**config.mk**
```make
export PLATFORM = sky130hd
export DESIGN_NAME = gms_config
export DESIGN_NICKNAME = d
export VERILOG_FILES = /design/src/hw/gms_pkg.sv /design/src/hw/gms_config.sv
export VERILOG_INCLUDE_DIRS = /design/src /design/src/hw
export SDC_FILE = /design/constraint.sdc
export NUM_CORES = 1
export LEC_CHECK = 0
export BUFFER_PORTS_ARGS = -buffer_cell sky130_fd_sc_hd__buf_2
export CORE_ASPECT_RATIO = 0.9
export CORE_MARGIN = 5
export CORE_UTILIZATION = 45
export DETAILED_ROUTE_END_ITERATION = 10
export RECOVER_POWER = 25
export REMOVE_ABC_BUFFERS = 1
export SYNTH_ARGS = -nofsm -noshare
export SYNTH_HDL_FRONTEND = slang
export SYNTH_SLANG_ARGS = --single-unit
```
**constraint.sdc**
```tcl
create_clock -name i_core_clk -period 3.34 [get_ports i_core_clk]
set_clock_uncertainty 0.1 [all_clocks]
set_input_delay 0.668 -clock i_core_clk [delete_from_list [all_inputs] [get_ports i_core_clk]]
set_output_delay 0.668 -clock i_core_clk [all_outputs]
set_load 0.01 [all_outputs]
```
**src/hw/gms_regs.svh**
```systemverilog
/*
 * Offsets, field positions, reset values and timing counts of the
 * management-interrupt, pin-select, LED blinker and voltage-id register slice.
 * Assumes a 100 MHz core clock and an 8-bit indexed register port.
 */
//
// Contract
// - Writing a watchdog value reloads its countdown
// - Timer 0 reads value, or count when enabled
// - Timer 1 reads value, or count when enabled
// - First enable register gates seven peripheral sources
// - Second enable register gates watchdog, infrared, button
// - Control bit 7 clears all status, self-clearing
// - First status shows seven peripheral interrupt states
// - Second status shows watchdog, infrared, button states
// - Status bits 7-6 latch button detects, W1C
// - Pin select bits 5-0 place interrupt output
// - Thermal, beep, keylock each get six-bit location
// - Each blinker has its own location register
// - Blinker bits 2-1 pick 4,1,1/4,1/8 Hz
// - Blinker bit 3 gives short low pulses
// - Blinker bit 0 enables driving output low
// - Voltage-id input register is read-only inputs; code returns the vid_init_q snapshot instead
// - Writing bit 0 recaptures initial voltage-id
// - Watchdog unit 62.5 ms or about 1 ms
// - Expiry sets timeout flag, write 1 clears
// - Location code: port group high, bit low
`ifndef GMS_REGS_SVH
`define GMS_REGS_SVH

// ----------------------------------------------------------------
// Register indices
// ----------------------------------------------------------------
`define GMS_IDX_WD0        8'hE5
`define GMS_IDX_WD1        8'hE6
`define GMS_IDX_EN_A       8'hF0
`define GMS_IDX_EN_B       8'hF1
`define GMS_IDX_ST_A       8'hF2
`define GMS_IDX_ST_B       8'hF3
`define GMS_IDX_IRQ_PIN    8'hF4
`define GMS_IDX_THERM_PIN  8'hF5
`define GMS_IDX_BEEP_PIN   8'hF6
`define GMS_IDX_KLOCK_PIN  8'hF7
`define GMS_IDX_LED1_PIN   8'hF8
`define GMS_IDX_LED1_CTL   8'hF9
`define GMS_IDX_LED2_PIN   8'hFA
`define GMS_IDX_LED2_CTL   8'hFB
`define GMS_IDX_VID_IN     8'hFC
`define GMS_IDX_WD_CTL     8'hFF

// ----------------------------------------------------------------
// Field positions and resets
// ----------------------------------------------------------------
`define GMS_RST_BYTE       8'h00
`define GMS_EN_A_MASK      8'h7F
`define GMS_EN_B_MASK      8'h47
`define GMS_SRC_B_MASK     8'h07
`define GMS_LOC_MASK       8'h3F
`define GMS_LED_CTL_MASK   8'h0F
`define GMS_WDC_MASK       8'h3F
`define GMS_BIT_CLR_ALL    7
`define GMS_BIT_LEVEL      6
`define GMS_BIT_WD0_EN     2
`define GMS_BIT_WD1_EN     3
`define GMS_BIT_WD0_UNIT   4
`define GMS_BIT_WD1_UNIT   5
`define GMS_BIT_WD0_TO     0
`define GMS_BIT_WD1_TO     1
`define GMS_BIT_LED_OE     0
`define GMS_BIT_LED_SHORT  3

// ----------------------------------------------------------------
// Timing
// ----------------------------------------------------------------
`define GMS_CLK_HZ         100000000
`define GMS_UNIT_FAST_US   1000
`define GMS_UNIT_SLOW_US   62500
`define GMS_TICK_FAST      (`GMS_CLK_HZ / 1000000 * `GMS_UNIT_FAST_US)
`define GMS_TICK_SLOW      (`GMS_CLK_HZ / 1000000 * `GMS_UNIT_SLOW_US)
`define GMS_LED_BASE_MS    125
`define GMS_LED_BASE_TICKS (`GMS_CLK_HZ / 1000 * `GMS_LED_BASE_MS)
`define GMS_SHORT_MS       50
`define GMS_SHORT_TICKS    (`GMS_CLK_HZ / 1000 * `GMS_SHORT_MS)

`endif

```
**src/hw/gms_pkg.sv**
```systemverilog
/*
 * Types shared by the register slice.
 * Assumes nothing beyond the constants header.
 */
`default_nettype none
package gms_pkg;
    typedef enum logic [1:0] {
        GMS_LED_4HZ   = 2'h0,
        GMS_LED_1HZ   = 2'h1,
        GMS_LED_QTRHZ = 2'h2,
        GMS_LED_8THHZ = 2'h3
    } gms_led_freq_t;
endpackage
`default_nettype wire

```
**src/hw/gms_config.sv**
```systemverilog
/*
 * Management-interrupt aggregation, voltage-id watchdogs, pin location
 * registers, two LED blinkers and voltage-id input snapshot.
 * Assumes a simple strobe register port and asynchronous peripheral irqs.
 */
`include "gms_regs.svh"
`default_nettype none
module gms_config
    import gms_pkg::*;
#(
    parameter int unsigned TICK_FAST  = `GMS_TICK_FAST,
    parameter int unsigned TICK_SLOW  = `GMS_TICK_SLOW,
    parameter int unsigned LED_BASE   = `GMS_LED_BASE_TICKS,
    parameter int unsigned SHORT_TICK = `GMS_SHORT_TICKS
) (
    // Clock, reset, enable
    input  wire logic       i_core_clk,
    input  wire logic       i_rst_n,
    input  wire logic       i_ce,
    // Register port
    input  wire logic [7:0] i_addr,
    input  wire logic [7:0] i_wdata,
    input  wire logic       i_wr,
    input  wire logic       i_rd,
    output logic      [7:0] o_rdata,
    // Peripheral interrupts and inputs
    input  wire logic [6:0] i_periph_irq,
    input  wire logic [2:0] i_aux_irq,
    input  wire logic [1:0] i_button_detect,
    input  wire logic [7:0] i_voltage_id,
    // Outputs
    output logic            o_mgmt_interrupt_out,
    output logic      [5:0] o_mgmt_irq_loc,
    output logic      [5:0] o_thermal_loc,
    output logic      [5:0] o_beep_loc,
    output logic      [5:0] o_key_lock_loc,
    output logic      [5:0] o_led1_loc,
    output logic      [5:0] o_led2_loc,
    output logic            o_led1_out,
    output logic            o_led1_oe,
    output logic            o_led2_out,
    output logic            o_led2_oe,
    output logic      [1:0] o_wd_timeout
);

    // ----------------------------------------------------------------
    // Input synchronisers
    // ----------------------------------------------------------------
    localparam int SW = 20;
    logic [SW-1:0] s1_q, s2_q, s3_q;
    logic [SW-1:0] sy;
    always_ff @(posedge i_core_clk or negedge i_rst_n) begin
        if (!i_rst_n) begin
            s1_q <= '0;
            s2_q <= '0;
            s3_q <= '0;
        end else if (i_ce) begin
            s1_q <= {i_voltage_id, i_button_detect, i_aux_irq, i_periph_irq};
            s2_q <= s1_q;
            s3_q <= s2_q;
        end
    end
    // Stable value: updates once second and third stages agree
    logic [SW-1:0] stab_q;
    always_ff @(posedge i_core_clk or negedge i_rst_n) begin
        if (!i_rst_n) begin
            stab_q <= '0;
        end else if (i_ce) begin
            for (int i = 0; i < SW; i++) begin
                if (s2_q[i] == s3_q[i]) begin
                    stab_q[i] <= s3_q[i];
                end
            end
        end
    end
    assign sy = stab_q;
    logic [6:0] periph;
    logic [2:0] aux;
    logic [1:0] btn;
    logic [7:0] voltage_id;
    assign periph = sy[6:0];
    assign aux    = sy[9:7];
    assign btn    = sy[11:10];
    assign voltage_id    = sy[19:12];

    // ----------------------------------------------------------------
    // Strobes
    // ----------------------------------------------------------------
    logic wr;
    assign wr = i_wr & i_ce;
    function automatic logic hit(input logic [7:0] idx);
        return wr && (i_addr == idx);
    endfunction

    // ----------------------------------------------------------------
    // Plain control registers
    // ----------------------------------------------------------------
    logic [7:0] en_a_q, en_b_q, irq_loc_q, therm_q, beep_q, klock_q;
    logic [7:0] led1_loc_q, led2_loc_q, led1_ctl_q, led2_ctl_q, wdc_q;
    always_ff @(posedge i_core_clk or negedge i_rst_n) begin
        if (!i_rst_n) begin
            en_a_q     <= `GMS_RST_BYTE;
            en_b_q     <= `GMS_RST_BYTE;
            irq_loc_q  <= `GMS_RST_BYTE;
            therm_q    <= `GMS_RST_BYTE;
            beep_q     <= `GMS_RST_BYTE;
            klock_q    <= `GMS_RST_BYTE;
            led1_loc_q <= `GMS_RST_BYTE;
            led2_loc_q <= `GMS_RST_BYTE;
            led1_ctl_q <= `GMS_RST_BYTE;
            led2_ctl_q <= `GMS_RST_BYTE;
            wdc_q      <= `GMS_RST_BYTE;
        end else begin
            if (hit(`GMS_IDX_EN_A)) en_a_q <= i_wdata & `GMS_EN_A_MASK;
            if (hit(`GMS_IDX_EN_B)) en_b_q <= i_wdata & `GMS_EN_B_MASK;
            if (hit(`GMS_IDX_IRQ_PIN)) irq_loc_q <= i_wdata & `GMS_LOC_MASK;
            if (hit(`GMS_IDX_THERM_PIN)) therm_q <= i_wdata & `GMS_LOC_MASK;
            if (hit(`GMS_IDX_BEEP_PIN)) beep_q <= i_wdata & `GMS_LOC_MASK;
            if (hit(`GMS_IDX_KLOCK_PIN)) klock_q <= i_wdata & `GMS_LOC_MASK;
            if (hit(`GMS_IDX_LED1_PIN)) led1_loc_q <= i_wdata & `GMS_LOC_MASK;
            if (hit(`GMS_IDX_LED2_PIN)) led2_loc_q <= i_wdata & `GMS_LOC_MASK;
            if (hit(`GMS_IDX_LED1_CTL)) led1_ctl_q <= i_wdata & `GMS_LED_CTL_MASK;
            if (hit(`GMS_IDX_LED2_CTL)) led2_ctl_q <= i_wdata & `GMS_LED_CTL_MASK;
            if (hit(`GMS_IDX_WD_CTL)) wdc_q <= {2'h0, i_wdata[5:2], 2'h0};
        end
    end
    // Location codes: group in [5:3], bit in [2:0], passed to pin mux
    assign o_mgmt_irq_loc = irq_loc_q[5:0];
    assign o_thermal_loc  = therm_q[5:0];
    assign o_beep_loc     = beep_q[5:0];
    assign o_key_lock_loc = klock_q[5:0];
    assign o_led1_loc     = led1_loc_q[5:0];
    assign o_led2_loc     = led2_loc_q[5:0];

    // ----------------------------------------------------------------
    // Voltage-id watchdogs
    // ----------------------------------------------------------------
    logic [7:0]  wd_set_q [2];
    logic [7:0]  wd_cnt_q [2];
    logic [22:0] wd_pre_q [2];
    logic [1:0]  wd_to_q;
    logic [1:0]  wd_en, wd_unit, wd_load, wd_expire;
    assign wd_en   = {wdc_q[`GMS_BIT_WD1_EN], wdc_q[`GMS_BIT_WD0_EN]};
    assign wd_unit = {wdc_q[`GMS_BIT_WD1_UNIT], wdc_q[`GMS_BIT_WD0_UNIT]};
    assign wd_load = {hit(`GMS_IDX_WD1), hit(`GMS_IDX_WD0)};
    for (genvar t = 0; t < 2; t++) begin : g_wd
        logic [22:0] lim;
        logic        tick;
        assign lim  = wd_unit[t] ? 23'(TICK_SLOW - 1) : 23'(TICK_FAST - 1);
        assign tick = (wd_pre_q[t] >= lim);
        assign wd_expire[t] = i_ce && wd_en[t] && tick && (wd_cnt_q[t] == 8'h01);
        always_ff @(posedge i_core_clk or negedge i_rst_n) begin
            if (!i_rst_n) begin
                wd_set_q[t] <= 8'h00;
                wd_cnt_q[t] <= 8'h00;
                wd_pre_q[t] <= '0;
            end else if (wd_load[t]) begin
                wd_set_q[t] <= i_wdata;
                wd_cnt_q[t] <= i_wdata;
                wd_pre_q[t] <= '0;
            end else if (i_ce && wd_en[t] && wd_cnt_q[t] != 8'h00) begin
                if (tick) begin
                    wd_pre_q[t] <= '0;
                    wd_cnt_q[t] <= wd_cnt_q[t] - 8'h01;
                end else begin
                    wd_pre_q[t] <= wd_pre_q[t] + 23'h1;
                end
            end else if (i_ce) begin
                wd_pre_q[t] <= '0;
            end
        end
        // Set beats the write-one clear
        always_ff @(posedge i_core_clk or negedge i_rst_n) begin
            if (!i_rst_n) begin
                wd_to_q[t] <= 1'b0;
            end else if (wd_expire[t]) begin
                wd_to_q[t] <= 1'b1;
            end else if (hit(`GMS_IDX_WD_CTL) && i_wdata[t]) begin
                wd_to_q[t] <= 1'b0;
            end
        end
    end
    assign o_wd_timeout = wd_to_q;

    // ----------------------------------------------------------------
    // Interrupt status and output
    // ----------------------------------------------------------------
    logic [6:0] st_a_q;
    logic [2:0] st_b_q;
    logic [1:0] btn_st_q, btn_prev_q;
    logic       clr_all;
    assign clr_all = hit(`GMS_IDX_EN_B) && i_wdata[`GMS_BIT_CLR_ALL];
    always_ff @(posedge i_core_clk or negedge i_rst_n) begin
        if (!i_rst_n) begin
            st_a_q <= 7'h00;
            st_b_q <= 3'h0;
        end else if (i_ce) begin
            st_a_q <= periph;
            st_b_q <= aux;
        end
    end
    // Button detect latches; new detect wins over clear
    always_ff @(posedge i_core_clk or negedge i_rst_n) begin
        if (!i_rst_n) begin
            btn_st_q   <= 2'h0;
            btn_prev_q <= 2'h0;
        end else if (i_ce) begin
            btn_prev_q <= btn;
            for (int i = 0; i < 2; i++) begin
                if (btn[i] && !btn_prev_q[i]) begin
                    btn_st_q[i] <= 1'b1;
                end else if (clr_all || (hit(`GMS_IDX_ST_B) && i_wdata[6+i])) begin
                    btn_st_q[i] <= 1'b0;
                end
            end
        end
    end
    logic [9:0] act, act_prev_q;
    logic       pulse_q;
    assign act = {st_b_q & en_b_q[2:0], st_a_q & en_a_q[6:0]};
    always_ff @(posedge i_core_clk or negedge i_rst_n) begin
        if (!i_rst_n) begin
            act_prev_q <= 10'h000;
            pulse_q    <= 1'b0;
        end else if (i_ce) begin
            act_prev_q <= clr_all ? 10'h000 : act;
            pulse_q    <= |(act & ~act_prev_q);
        end
    end
    assign o_mgmt_interrupt_out = en_b_q[`GMS_BIT_LEVEL] ? (|act) : pulse_q;

    // ----------------------------------------------------------------
    // LED blinkers
    // ----------------------------------------------------------------
    logic [25:0] base_q;
    logic [5:0]  phase_q;
    logic        base_tick;
    assign base_tick = (base_q == 26'(LED_BASE - 1));
    always_ff @(posedge i_core_clk or negedge i_rst_n) begin
        if (!i_rst_n) begin
            base_q  <= '0;
            phase_q <= 6'h00;
        end else if (i_ce) begin
            base_q <= base_tick ? 26'h0 : base_q + 26'h1;
            if (base_tick) phase_q <= phase_q + 6'h01;
        end
    end
    logic [7:0] led_ctl [2];
    logic [1:0] led_wave, led_short;
    logic [22:0] short_q [2];
    logic [1:0]  led_lvl, lvl_prev_q;
    assign led_ctl[0] = led1_ctl_q;
    assign led_ctl[1] = led2_ctl_q;
    for (genvar l = 0; l < 2; l++) begin : g_led
        always_comb begin
            case (gms_led_freq_t'(led_ctl[l][2:1]))
                GMS_LED_4HZ:   led_lvl[l] = phase_q[0];
                GMS_LED_1HZ:   led_lvl[l] = phase_q[2];
                GMS_LED_QTRHZ: led_lvl[l] = phase_q[4] & phase_q[3];
                GMS_LED_8THHZ: led_lvl[l] = phase_q[5];
                default:       led_lvl[l] = 1'b0;
            endcase
        end
        // Short low pulse on each falling step of the blink wave
        always_ff @(posedge i_core_clk or negedge i_rst_n) begin
            if (!i_rst_n) begin
                short_q[l] <= '0;
            end else if (i_ce) begin
                if (lvl_prev_q[l] && !led_lvl[l]) begin
                    short_q[l] <= 23'(SHORT_TICK);
                end else if (short_q[l] != 23'h0) begin
                    short_q[l] <= short_q[l] - 23'h1;
                end
            end
        end
        assign led_short[l] = (short_q[l] == 23'h0);
        assign led_wave[l] = led_ctl[l][`GMS_BIT_LED_SHORT] ? led_short[l]
                                                           : led_lvl[l];
    end
    logic [1:0] led_out_q, led_oe_q;
    always_ff @(posedge i_core_clk or negedge i_rst_n) begin
        if (!i_rst_n) begin
            lvl_prev_q <= 2'h0;
            led_out_q  <= 2'h3;
            led_oe_q   <= 2'h0;
        end else if (i_ce) begin
            lvl_prev_q <= led_lvl;
            led_out_q  <= led_wave;
            // Pin only driven while the low level is enabled
            led_oe_q   <= {led2_ctl_q[`GMS_BIT_LED_OE] & ~led_wave[1],
                           led1_ctl_q[`GMS_BIT_LED_OE] & ~led_wave[0]};
        end
    end
    assign o_led1_out = led_out_q[0];
    assign o_led2_out = led_out_q[1];
    assign o_led1_oe  = led_oe_q[0];
    assign o_led2_oe  = led_oe_q[1];

    // ----------------------------------------------------------------
    // Voltage-id snapshot
    // ----------------------------------------------------------------
    logic [7:0] vid_init_q;
    logic       vid_first_q;
    always_ff @(posedge i_core_clk or negedge i_rst_n) begin
        if (!i_rst_n) begin
            vid_init_q  <= 8'h00;
            vid_first_q <= 1'b1;
        end else if (i_ce) begin
            vid_first_q <= 1'b0;
            if (vid_first_q || (hit(`GMS_IDX_VID_IN) && i_wdata[0])) begin
                vid_init_q <= voltage_id;
            end
        end
    end

    // ----------------------------------------------------------------
    // Read port
    // ----------------------------------------------------------------
    logic [7:0] rd_d;
    always_comb begin
        case (i_addr)
            `GMS_IDX_WD0:       rd_d = wd_en[0] ? wd_cnt_q[0] : wd_set_q[0];
            `GMS_IDX_WD1:       rd_d = wd_en[1] ? wd_cnt_q[1] : wd_set_q[1];
            `GMS_IDX_EN_A:      rd_d = en_a_q;
            `GMS_IDX_EN_B:      rd_d = en_b_q;
            `GMS_IDX_ST_A:      rd_d = {1'b0, st_a_q};
            `GMS_IDX_ST_B:      rd_d = {btn_st_q, 3'h0, st_b_q};
            `GMS_IDX_IRQ_PIN:   rd_d = irq_loc_q;
            `GMS_IDX_THERM_PIN: rd_d = therm_q;
            `GMS_IDX_BEEP_PIN:  rd_d = beep_q;
            `GMS_IDX_KLOCK_PIN: rd_d = klock_q;
            `GMS_IDX_LED1_PIN:  rd_d = led1_loc_q;
            `GMS_IDX_LED1_CTL:  rd_d = led1_ctl_q;
            `GMS_IDX_LED2_PIN:  rd_d = led2_loc_q;
            `GMS_IDX_LED2_CTL:  rd_d = led2_ctl_q;
            `GMS_IDX_VID_IN:    rd_d = vid_init_q;
            `GMS_IDX_WD_CTL:    rd_d = wdc_q | {6'h00, wd_to_q};
            default:            rd_d = 8'h00;
        endcase
    end
    always_ff @(posedge i_core_clk or negedge i_rst_n) begin
        if (!i_rst_n) begin
            o_rdata <= 8'h00;
        end else if (i_ce && i_rd) begin
            o_rdata <= rd_d;
        end
    end

endmodule
`default_nettype wire

```
## Yosys cells after proc, flatten, opt, wreduce, memory -nomap -nowiden

Cells that the tools add are included.

| word-level totals | value |
|---|---|
| input bits | 41 |
| output and inout port bits | 51 |
| word-level logic and storage cells | 253 |
| register bits | 345 |

| operators by class | value |
|---|---|
| equality and inequality tests | 45 |
| add/subtract/negate cells | 8 |
| reduce and logical (&&, ||, !) cells | 91 |
| order comparisons | 2 |
| bitwise operators | 11 |
| multiplexer cells | 37 |

Operator list:

| cell | number |
|---|---|
| 23-bit two-way mux | 13 |
| 8-bit == test, second input constant | 16 |
| 8-bit case mux with 16 select lines | 1 |
| 8-bit two-way mux | 8 |
| 2-bit AND reduction | 28 |
| 23-bit by 1-bit adder with 23-bit output, second input constant | 2 |
| 23-bit >= comparator | 2 |
| 23-bit zero test | 2 |
| 23-bit nonzero test | 2 |
| 23-bit by 1-bit subtractor with 23-bit output, second input constant | 2 |
| 1-bit logical AND | 34 |
| 26-bit by 1-bit adder with 26-bit output, second input constant | 1 |
| 26-bit by 24-bit == test with 1-bit output, second input constant | 1 |
| 26-bit two-way mux | 1 |
| 1-bit == test | 20 |
| 2-bit nonzero test | 10 |
| 10-bit OR reduction | 2 |
| 8-bit by 1-bit == test with 1-bit output, second input constant | 2 |
| 8-bit nonzero test | 2 |
| 8-bit by 1-bit subtractor with 8-bit output, second input constant | 2 |
| 1-bit two-way mux | 11 |
| 10-bit bitwise AND | 1 |
| 10-bit two-way mux | 1 |
| 10-bit inverter | 1 |
| other kinds (13) | 29 |

## Depth between registers and ports, before layout

Gate-level depths: netlist of run 1.

| logic depth | value |
|---|---|
| word-level depth | 6 |
| depth in mapped cells | 11 |
| mapped depth without buffers | 8 |

## Worst setup path after synthesis of run 1

No wires, ideal clock.

| timing | value |
|---|---|
| path type | register to register |
| from | reg wdc_q[5] |
| to | reg wd_pre_q[12] (netlist bit) |
| data arrival time | 2770 ps |
| stages on the path, launching flop included | 10 |
| period minus slack after synthesis | 2961 ps |
| slack | 379 ps |
| library setup time | 90 ps |
| required time | 3150 ps |
| buffers on the path | 1 |
| cell sequence | dfrtp_1 > inv_1 > ha_1 > a211o_1 > a21o_1 > a211oi_1 > nand4_1 > clkbuf_1 > or3_1 > o221ai_1 |

| on the way | value |
|---|---|
| longest elaborated chain between the ends | 5 |

Ends and longest elaborated chain:

| what | RTL line | text |
|---|---|---|
| from (decl) | gms_config.sv:99 | `logic [7:0] led1_loc_q, led2_loc_q, led1_ctl_q, led2_ctl_q, wdc_q;` |
| from (signal assigned) | gms_config.sv:112 | `` wdc_q <= `GMS_RST_BYTE; `` |
| from (signal assigned) | gms_config.sv:124 | `` if (hit(`GMS_IDX_WD_CTL)) wdc_q <= {2'h0, i_wdata[5:2], 2'h0}; `` |
| 23-bit two-way mux | gms_config.sv:149 | `assign lim = wd_unit[t] ? 23'(TICK_SLOW - 1) : 23'(TICK_FAST - 1);` |
| 23-bit >= comparator | gms_config.sv:150 | `assign tick = (wd_pre_q[t] >= lim);` |
| 23-bit two-way mux | gms_config.sv:162 | `if (tick) begin` |
| 23-bit two-way mux | gms_config.sv:161 | `end else if (i_ce && wd_en[t] && wd_cnt_q[t] != 8'h00) begin` |
| 23-bit two-way mux | gms_config.sv:157 | `end else if (wd_load[t]) begin` |
| to (signal, indexed assignment) | gms_config.sv:166 | `wd_pre_q[t] <= wd_pre_q[t] + 23'h1;` |
| to (decl) | gms_config.sv:140 | `logic [22:0] wd_pre_q [2];` |

Every way passes these cells.
A chain may end at the register's enable or synchronous reset.

## Final worst setup path of run 1

| timing | value |
|---|---|
| from | reg wd_pre_q[30] (netlist bit) |
| to | reg wd_pre_q[43] (netlist bit) |

| on the way | value |
|---|---|
| longest elaborated chain between the ends | 4 |
| elaborated cells on any way between the ends | 5 |
| those cells by class | add/sub: 1; order compare: 1; mux: 3 |

Ends and longest elaborated chain:

| what | RTL line |
|---|---|
| 23-bit by 1-bit adder with 23-bit output or 23-bit >= comparator (tied branches) | gms_config.sv:166, gms_config.sv:150 |
| 23-bit two-way mux * | gms_config.sv:162 |
| 23-bit two-way mux * | gms_config.sv:161 |
| 23-bit two-way mux * | gms_config.sv:157 |

Every way passes the cells marked *; elsewhere a longest branch is shown, timed or not.

==> results_dict.tcl, run 1 <==
set metrics [dict create \
    cts_buffers 39 \
    cp.required_ns 3.70 \
    design_area_um2 19300 \
    worst_slew_pin_slew_ns 2.09 \
    synthArstFlopShare 1.00 \
    setup.worst_path.start_class "flip-flop" \
    area_growth_pct 14.3 \
    synth_top_flop_cell "dfrtp_1" \
    crit_path_end_kind "flip-flop" \
    clkSinkCount 345 \
    drive_above_1_share 0.203 \
    seq_area_frac_synth 0.510 \
    hold_class "in2reg" \
    die_x_um 214 \
    io_pins 92 \
    antenna_found_initial 0 \
    ys_types 76 \
    fp.dieH_um 194 \
    slew_headroom -0.395 \
    place_worst_setup_slack_ns 0.300 \
    power.total_mw 10.7 \
    ys_ff_latch 345 \
    grt_pass1_wl_mm 71.8 \
    via_count 12900 \
    path_class "reg2reg" \
    htreeDepth 2 \
    violations "capacitance limit, slew limit" \
    layout_setup_ws_ns 0.278 \
    cap_violations 1 \
    cts_buffer_depth 3 \
    power.density_nw_per_um2 556 \
    syn_area_per_cell_um2 10.4 \
    final_max_slew_viol_count 78 \
    cp_max_fo 15 \
    grtUsageTotal 0.210 \
    ir_drop_v 0.000401 \
    p_leak_nw 8.81 \
    globalRouteOverflowTotal 0 \
    num_antenna_cells 0 \
    drc 0 \
    clock_latency_ns 0.55 \
    drtAntennaViolNets 0 \
    final.min_clock_period_ns 3.06 \
    first_iter_violations 1142 \
    clock.fmax_ghz 0.327 \
    path_clk_slew_ns 0.06 \
    initial_core_util 0.455 \
    rows 67 \
    grt_max_degree 79 \
    synth_edf_count 0 \
    utilization 0.520 \
    wire_per_inst_um 19.5 \
    nNetsFinal 1805 \
    cts_hold_buf 0 \
    finalHoldViolations 0 \
    die_area_um2 41600 \
    syn_inst 1631 \
    hpwl_mm 30.3 \
    grt_pass1_vias 12800 \
    cts-root-buf "clkbuf_16" \
    finalSetupViolCount 0 \
    rsz0062_at_grt "no" \
    drt-pass1-iter-count 5 \
    cts_tree "done" \
    post-route-period-util 0.917 \
    portBuffers 91 \
    cts_resized 0 \
    dpl-instance-area_um2 18100 \
    viasPerCell 5.77 \
    status "finished with violations" \
    yosysWarningCount 0 \
    gp_congestion 0.870 \
    cts_setup_buffers 0 \
    drt-total-wl_mm 43.7 \
    core_um2 37200 \
    synth_area_um2 16900 \
    arrival_ns 3.42 \
]
worst paths after layout:
check | startpoint | end | slack [ns] | depth (start not counted)
worst max-delay path | wd_pre_q[30] | wd_pre_q[43] | 0.28 | 8
worst max register to register | wd_pre_q[30] | wd_pre_q[43] | 0.28 | 8
worst min-delay path | i_voltage_id[6] | s1_q[18] | 0.25 | 2
max in group asynchronous | i_rst_n | wd_pre_q[28] | 0.78 | 2
worst min register to register | btn_prev_q[1] | btn_st_q[1] | 0.36 | 1
min in group asynchronous | i_rst_n | short_q[23] | 0.61 | 1
Yosys cell counts (all sizes together) (7+ instances only):
library cell / count / area [um^2]
mux2: 122 / 1370
a211o: 10 / 87.6
nand3: 55 / 275
ha: 34 / 425
nand2b: 7 / 43.8
nand4: 31 / 194
nor4: 25 / 184
a21oi: 57 / 285
a22oi: 10 / 75.1
and4: 8 / 70.1
inv: 51 / 191
xnor2: 51 / 447
nor3: 48 / 240
clkbuf: 71 / 277
buf: 10 / 47.6
dfrtp: 342 / 8560
xor2: 25 / 219
a31oi: 17 / 106
nor2: 107 / 404
or4: 12 / 97.6
a21o: 24 / 180
o2bb2ai: 12 / 105
or3: 19 / 119
o21ai: 132 / 661
mux2i: 26 / 260
nand2: 174 / 653
and3: 18 / 113
nor3b: 9 / 67.6
o22ai: 15 / 93.8
worst max-delay path: stages, from the launching register on:
cell	delay, ns
dfrtp_1	0.49
ha_1	0.36
nand3_1	0.09
a21oi_1	0.05
o41ai_2	0.69
and4_1	0.67
buf_4	0.26
o21ai_0	0.10
a31oi_1	0.16
layout make-up:
class                           instances  area (um^2)
Inverter                               51          191
Tap cell                              483          604
Multi-Input combinational cell       1154         7790
Clock inverter                         11          110
Timing Repair Buffer                  139          843
Sequential cell                       345         8640
Clock buffer                           58         1170
Fill cell                            3370        17900
per-layer routing:
metal  track usage  vias to the layer above  wire length (um)  share of wire
li1              -                     6103                 -              -
met3        0.0373                       69              2350          0.054
met1         0.308                     6459             20500           0.47
met5             0                        -                 0              0
met2         0.320                      296             19800           0.45
met4        0.0632                        0              1090          0.025
sequential cells by signal, summed over array words and instances (netlist names), 7 cells and up:
name        count
s1_q           20
stab_q         20
base_q         26
en_a_q          7
wd_pre_q       46
st_a_q          7
vid_init_q      8
s2_q           20
o_rdata         8
s3_q           20
short_q        46
act_prev_q     10
wd_set_q       16
wd_cnt_q       16
per-stage QoR:
stage	instances	setup TNS, ns	hold slack [ns]
global route	2241	0	0.239
detailed placement	2172	0	0.355
CTS	2241	0	0.0157
floorplan	1550	-3.96	0.272
global placement	2172	0	0.345
finish	2241	0	0.248
power breakdown:
group,switching [mW],internal [mW],leakage [nW]
clock,1.74,2.57,0.629
combinational,0.677,0.566,3.72
sequential,0.483,4.71,4.46
total,2.90,7.85,8.81
logic make-up (layout without fill, tap and decap cells):
kind of cell    count (synthesis)  count (layout)  share of synthesized area
mux                           154             154                      0.105
flops                         345             345                      0.510
compound gates                340             340                      0.128
simple gates                  550             550                      0.162
fa+ha+maj                      34              34                     0.0251
buf+inv                       132             259                     0.0305
xor+xnor                       76              76                     0.0393
cell usage in the layout, fill, tap and decap left out, drive strengths merged, types with 25 or more instances in the layout:
master  count
dfrtp     342
mux2      122
nand2     174
ha         34
buf       136
nor4       25
mux2i      26
xor2       25
nor2      107
inv        50
nor3       48
a21oi      57
o21ai     132
nand4      31
nand3      55
clkbuf     61
xnor2      51
No activity file was read; power rests on OpenSTA's default activity.
==> run 2: changes to the inputs <==
--- a/config.mk
+++ b/config.mk
@@ -7,7 +7,6 @@
 export NUM_CORES = 1
 export LEC_CHECK = 0
 export BUFFER_PORTS_ARGS = -buffer_cell sky130_fd_sc_hd__buf_2
-export CORE_ASPECT_RATIO = 0.9
 export CORE_MARGIN = 5
 export CORE_UTILIZATION = 45
 export DETAILED_ROUTE_END_ITERATION = 10
==> results_dict.tcl, run 2 (synthesis gave the netlist of run 1 again) <==
set metrics [dict create \
    path_clk_slew_ns 0.06 \
    cts_buffer_depth 3 \
    drt-total-wl_mm 42.6 \
    drive_above_1_share 0.205 \
    first_iter_violations 914 \
    arrival_ns 3.39 \
    status "finished with violations" \
    grtUsageTotal 0.206 \
    worst_slew_pin_slew_ns 2.33 \
    dpl-instance-area_um2 18200 \
    setup.worst_path.start_class "flip-flop" \
    rows 71 \
    finalHoldViolations 0 \
    post-route-period-util 0.908 \
    fill_cells 3381 \
    slew_headroom -0.550 \
    p_leak_nw 8.84 \
    core_um2 37400 \
    io_pins 92 \
    die_x_um 204 \
    gp_congestion 0.901 \
    clock_latency_ns 0.56 \
    hpwl_mm 29.9 \
    globalRouteOverflowTotal 0 \
    grt.busiest_layer "met2" \
    drtAntennaViolNets 0 \
    cap_violations 1 \
    ir_drop_v 0.000403 \
    grt_max_degree 85 \
    final.min_clock_period_ns 3.03 \
    use_met1 0.284 \
    violations "capacitance limit, slew limit" \
    hold_class "in2reg" \
    cts_setup_buffers 0 \
    htreeDepth 2 \
    crit_path_end_kind "flip-flop" \
    portBuffers 91 \
    antenna_found_initial 3 \
    finalSetupViolCount 0 \
    clkSinkCount 345 \
    drc 0 \
    viasPerCell 5.69 \
    wire_per_inst_um 18.7 \
    cp.required_ns 3.70 \
    area_growth_pct 14.9 \
    use_met2 0.332 \
    cts_tree "done" \
    cts-root-buf "clkbuf_16" \
    cts_buffers 39 \
    grt_util_met3 0.0414 \
    cts_hold_buf 0 \
    power.density_nw_per_um2 550 \
    fp.dieH_um 204 \
    die_area_um2 41600 \
    largest_registers "short_q (46), wd_pre_q (46), base_q (26)" \
    clock.fmax_ghz 0.330 \
    drt-pass1-iter-count 5 \
    nNetsFinal 1811 \
    cp_max_fo 15 \
    layout_common_cells "dfrtp_1, nand2_1, o21ai_0, mux2_2, nor2_1" \
    layout_commonest_cell "dfrtp_1" \
    rsz0062_at_grt "no" \
    grt_pass1_vias 12800 \
    design_area_um2 19500 \
    path_class "reg2reg" \
    initial_core_util 0.453 \
    holdWs_ns 0.247 \
    final_max_slew_viol_count 82 \
    grt_pass1_wl_mm 69.9 \
    via_count 13000 \
]
run 2: path summary, 6_finish.rpt:
kind | start | to | slack, ns | cells after the start
max | wdc_q[4] | wd_pre_q[43] | 0.31 | 9
min | i_voltage_id[0] | s1_q[12] | 0.25 | 2
max reg2reg | wdc_q[4] | wd_pre_q[43] | 0.31 | 9
min reg2reg | btn_prev_q[1] | btn_st_q[1] | 0.34 | 1
max in group asynchronous | i_rst_n | short_q[22] | 0.66 | 2
min in group asynchronous | i_rst_n | base_q[5] | 0.72 | 1
run 2: power breakdown:
group          switching, mW  internal (mW)  total, mW  leakage [nW]
Sequential             0.478           4.71       5.18          4.46
Clock                   1.76           2.53       4.29         0.629
Combinational          0.669          0.566       1.23          3.75
run 2: stage by stage:
step / setup slack [ns] / total power, mW / utilization / instances / TNS (ns)
2_1_floorplan: -0.436 / 5.94 / - / 1550 / -3.96
3_3_place_gp: 0.362 / 6.44 / 0.487 / 2206 / 0
3_5_place_dp: 0.275 / 6.50 / 0.487 / 2206 / 0
4_1_cts: 0.254 / 10.8 / 0.521 / 2275 / 0
5_1_grt: 0.0805 / 11.2 / 0.520 / 2275 / 0
6_report: 0.307 / 10.7 / 0.520 / 2276 / 0
run 2: final cells by class:
type / instances / area, um^2 / share of cell area
Clock inverter: 14 / 150 / 0.00772
Timing Repair Buffer: 145 / 896 / 0.0460
Inverter: 51 / 191 / 0.00984
Sequential cell: 345 / 8640 / 0.444
Clock buffer: 55 / 1140 / 0.0584
Multi-Input combinational cell: 1154 / 7800 / 0.401
Tap cell: 511 / 639 / 0.0329
Antenna cell: 1 / 2.50 / 0.000129
run 2: critical path: stages (launching register included):
cell and delay (ns):
dfrtp_1 0.46, inv_1 0.25, ha_1 0.30, a211o_1 0.29, a21oi_1 0.14, o221a_2 0.31, and4_1 0.58, buf_4 0.27
o21ai_0 0.09, a31oi_1 0.16
run 2: timing repair:
action | CTS | global route
setup endpoints to repair | 0 | 2
gates resized for setup | 0 | 2
endpoints found under the hold margin | 0 | 0
run 2: layer usage:
metal  wire, um  up-vias
met1      19000     6439
met3       2430      104
met5         13        -
met2      19800      294
met4       1330        2
li1           -     6122
==> run 3: changes to the inputs <==
==> constraint.sdc (replaced) <==
create_clock -name i_core_clk -period 2.82 [get_ports i_core_clk]
set_clock_uncertainty 0.1 [all_clocks]
set_input_delay 0.564 -clock i_core_clk [delete_from_list [all_inputs] [get_ports i_core_clk]]
set_output_delay 0.564 -clock i_core_clk [all_outputs]
set_load 0.01 [all_outputs]
==> results_dict.tcl, run 3 (synthesis gave the netlist of run 1 again) <==
set metrics [dict create \
    finalSetupViolCount 0 \
    cp_max_fo 5 \
    layout_common_cells "dfrtp_1, nand2_1, o21ai_0, mux2_2, nor2_1" \
    portBuffers 91 \
    grt_max_degree 84 \
    setup.worst_path.start_class "flip-flop" \
    ir_drop_v 0.000619 \
    layout_commonest_cell "dfrtp_1" \
    rsz0062_at_grt "yes" \
    clock.fmax_ghz 0.370 \
    critPathBufInv 0 \
    via_count 13000 \
    die_x_um 204 \
    switching_share 0.271 \
    drt-pass1-iter-count 7 \
    utilization 0.529 \
    die_area_um2 41600 \
    viasPerCell 5.63 \
    io_pins 92 \
    cp.required_ns 3.14 \
    crit_top_cell "or4_4" \
    drc 0 \
    globalRouteOverflowTotal 0 \
    cpMaxStageDelayCell "or4_4" \
    drtAntennaViolNets 0 \
    design_area_um2 19800 \
    wire_per_inst_um 18.5 \
    clock_latency_ns 0.54 \
    status "finished, final reports clean" \
    antenna_found_initial 2 \
    crit_path_end_kind "flip-flop" \
    path_class "reg2reg" \
    fp.dieH_um 204 \
    worst_slew_pin_slew_ns 1.40 \
    tns_ns 0 \
    rows 71 \
    p_sw_mw 3.45 \
    p_leak_nw 9.02 \
    power.density_nw_per_um2 643 \
    grtUsageTotal 0.205 \
    drt-total-wl_mm 42.7 \
    final_max_slew_viol_count 0 \
    clock_power_share 0.396 \
    fill_cells 3420 \
    path_clk_slew_ns 0.06 \
    clkSinkCount 345 \
    cts_tree "done" \
    power.total_mw 12.7 \
    combPwrFrac 0.121 \
    hold_class "in2reg" \
    nNetsFinal 1843 \
    post-route-period-util 0.959 \
    final.min_clock_period_ns 2.70 \
    arrival_ns 3.02 \
    gp_congestion 0.874 \
    fin_cells 2312 \
    p_int_mw 9.28 \
    finalHoldViolations 0 \
    htreeDepth 2 \
    core_um2 37400 \
    cap_violations 0 \
    area_growth_pct 16.9 \
    first_iter_violations 825 \
    grt_pass1_vias 12900 \
    grt_pass1_wl_mm 69.7 \
    initial_core_util 0.453 \
    hpwl_mm 30.1 \
    slew_headroom 0.0645 \
    post-place-cells 2234 \
    crit_family "simple AND/OR/NAND/NOR gates" \
    cts_buffers 40 \
    drive_above_1_share 0.226 \
    cts-root-buf "clkbuf_16" \
    sequentialPowerShare 0.482 \
    dpl-instance-area_um2 18400 \
    largest_registers "short_q (46), wd_pre_q (46), base_q (26)" \
    cp_cell_sequence "or4_4, or4_4, or4b_4, nor2_1, a31oi_1, a31o_2" \
    cp_slowest_stage_delay_ns 0.58 \
    cts_buffer_depth 3 \
]
[run 3: layout make-up]
type,count,area [um^2],share of cell area
sequential,345,8640,0.437
timing repair buffer,176,1200,0.0605
multi-input combinational,1154,7830,0.396
tap,511,639,0.0323
antenna,1,2.50,0.000126
clock inverter,18,129,0.00651
inverter,51,191,0.00967
clock buffer,56,1160,0.0587
[run 3: worst reg2reg max path, stage by stage (launching register included)]
cell and delay [ns]:
dfrtp_1 0.39, or4_4 0.58, or4_4 0.47, or4b_4 0.58
nor2_1 0.11, a31oi_1 0.12, a31o_2 0.26
[run 3: final timing paths]
kind	from	slack (ns)	to	depth (start not counted)
setup / recovery	short_q[30]	0.12	led_oe_q[0]	6
max in group asynchronous	i_rst_n	0.61	short_q[5]	3
setup reg to reg	short_q[30]	0.12	led_oe_q[0]	6
hold reg to reg	btn_prev_q[1]	0.36	btn_st_q[1]	1
min in group asynchronous	i_rst_n	0.79	base_q[7]	2
hold / removal	i_voltage_id[2]	0.16	s1_q[14]	2
[run 3: power groups by stage]
stage	clock (mW)	combinational, mW	sequential, mW
2_1_floorplan	0	0.987	6.05
3_3_place_gp	0	1.49	6.19
3_5_place_dp	0	1.55	6.21
4_1_cts	5.17	1.56	6.14
5_1_grt	5.41	1.77	6.22
6_report	5.05	1.55	6.14
[run 3: through the flow]
stage,setup slack (ns),hold WS (ns)
final,0.116,0.157
after floorplan,-0.956,0.168
after global routing,-0.0262,0.145
after CTS,-0.0333,0.138
after detailed placement,-0.0607,0.351
after global placement,-0.0383,0.346
[run 3: repair_timing]
action                                 in CTS  in global routing
gates resized for setup                     3                 13
setup buffers                               0                  2
setup endpoints to repair                   7                 53
endpoints found under the hold margin      44                  0
hold buffers                                1                  0
[run 3: routing by layer]
| metal | global-route usage | part of all wire | routed length [um] | vias to the layer above |
|---|---|---|---|---|
| li1 | - | - | - | 6169 |
| met1 | 0.289 | 0.46 | 19500 | 6472 |
| met2 | 0.334 | 0.47 | 20200 | 300 |
| met3 | 0.0374 | 0.052 | 2240 | 65 |
| met4 | 0.0443 | 0.019 | 820 | 0 |
| met5 | 0 | 0 | 0 | - |
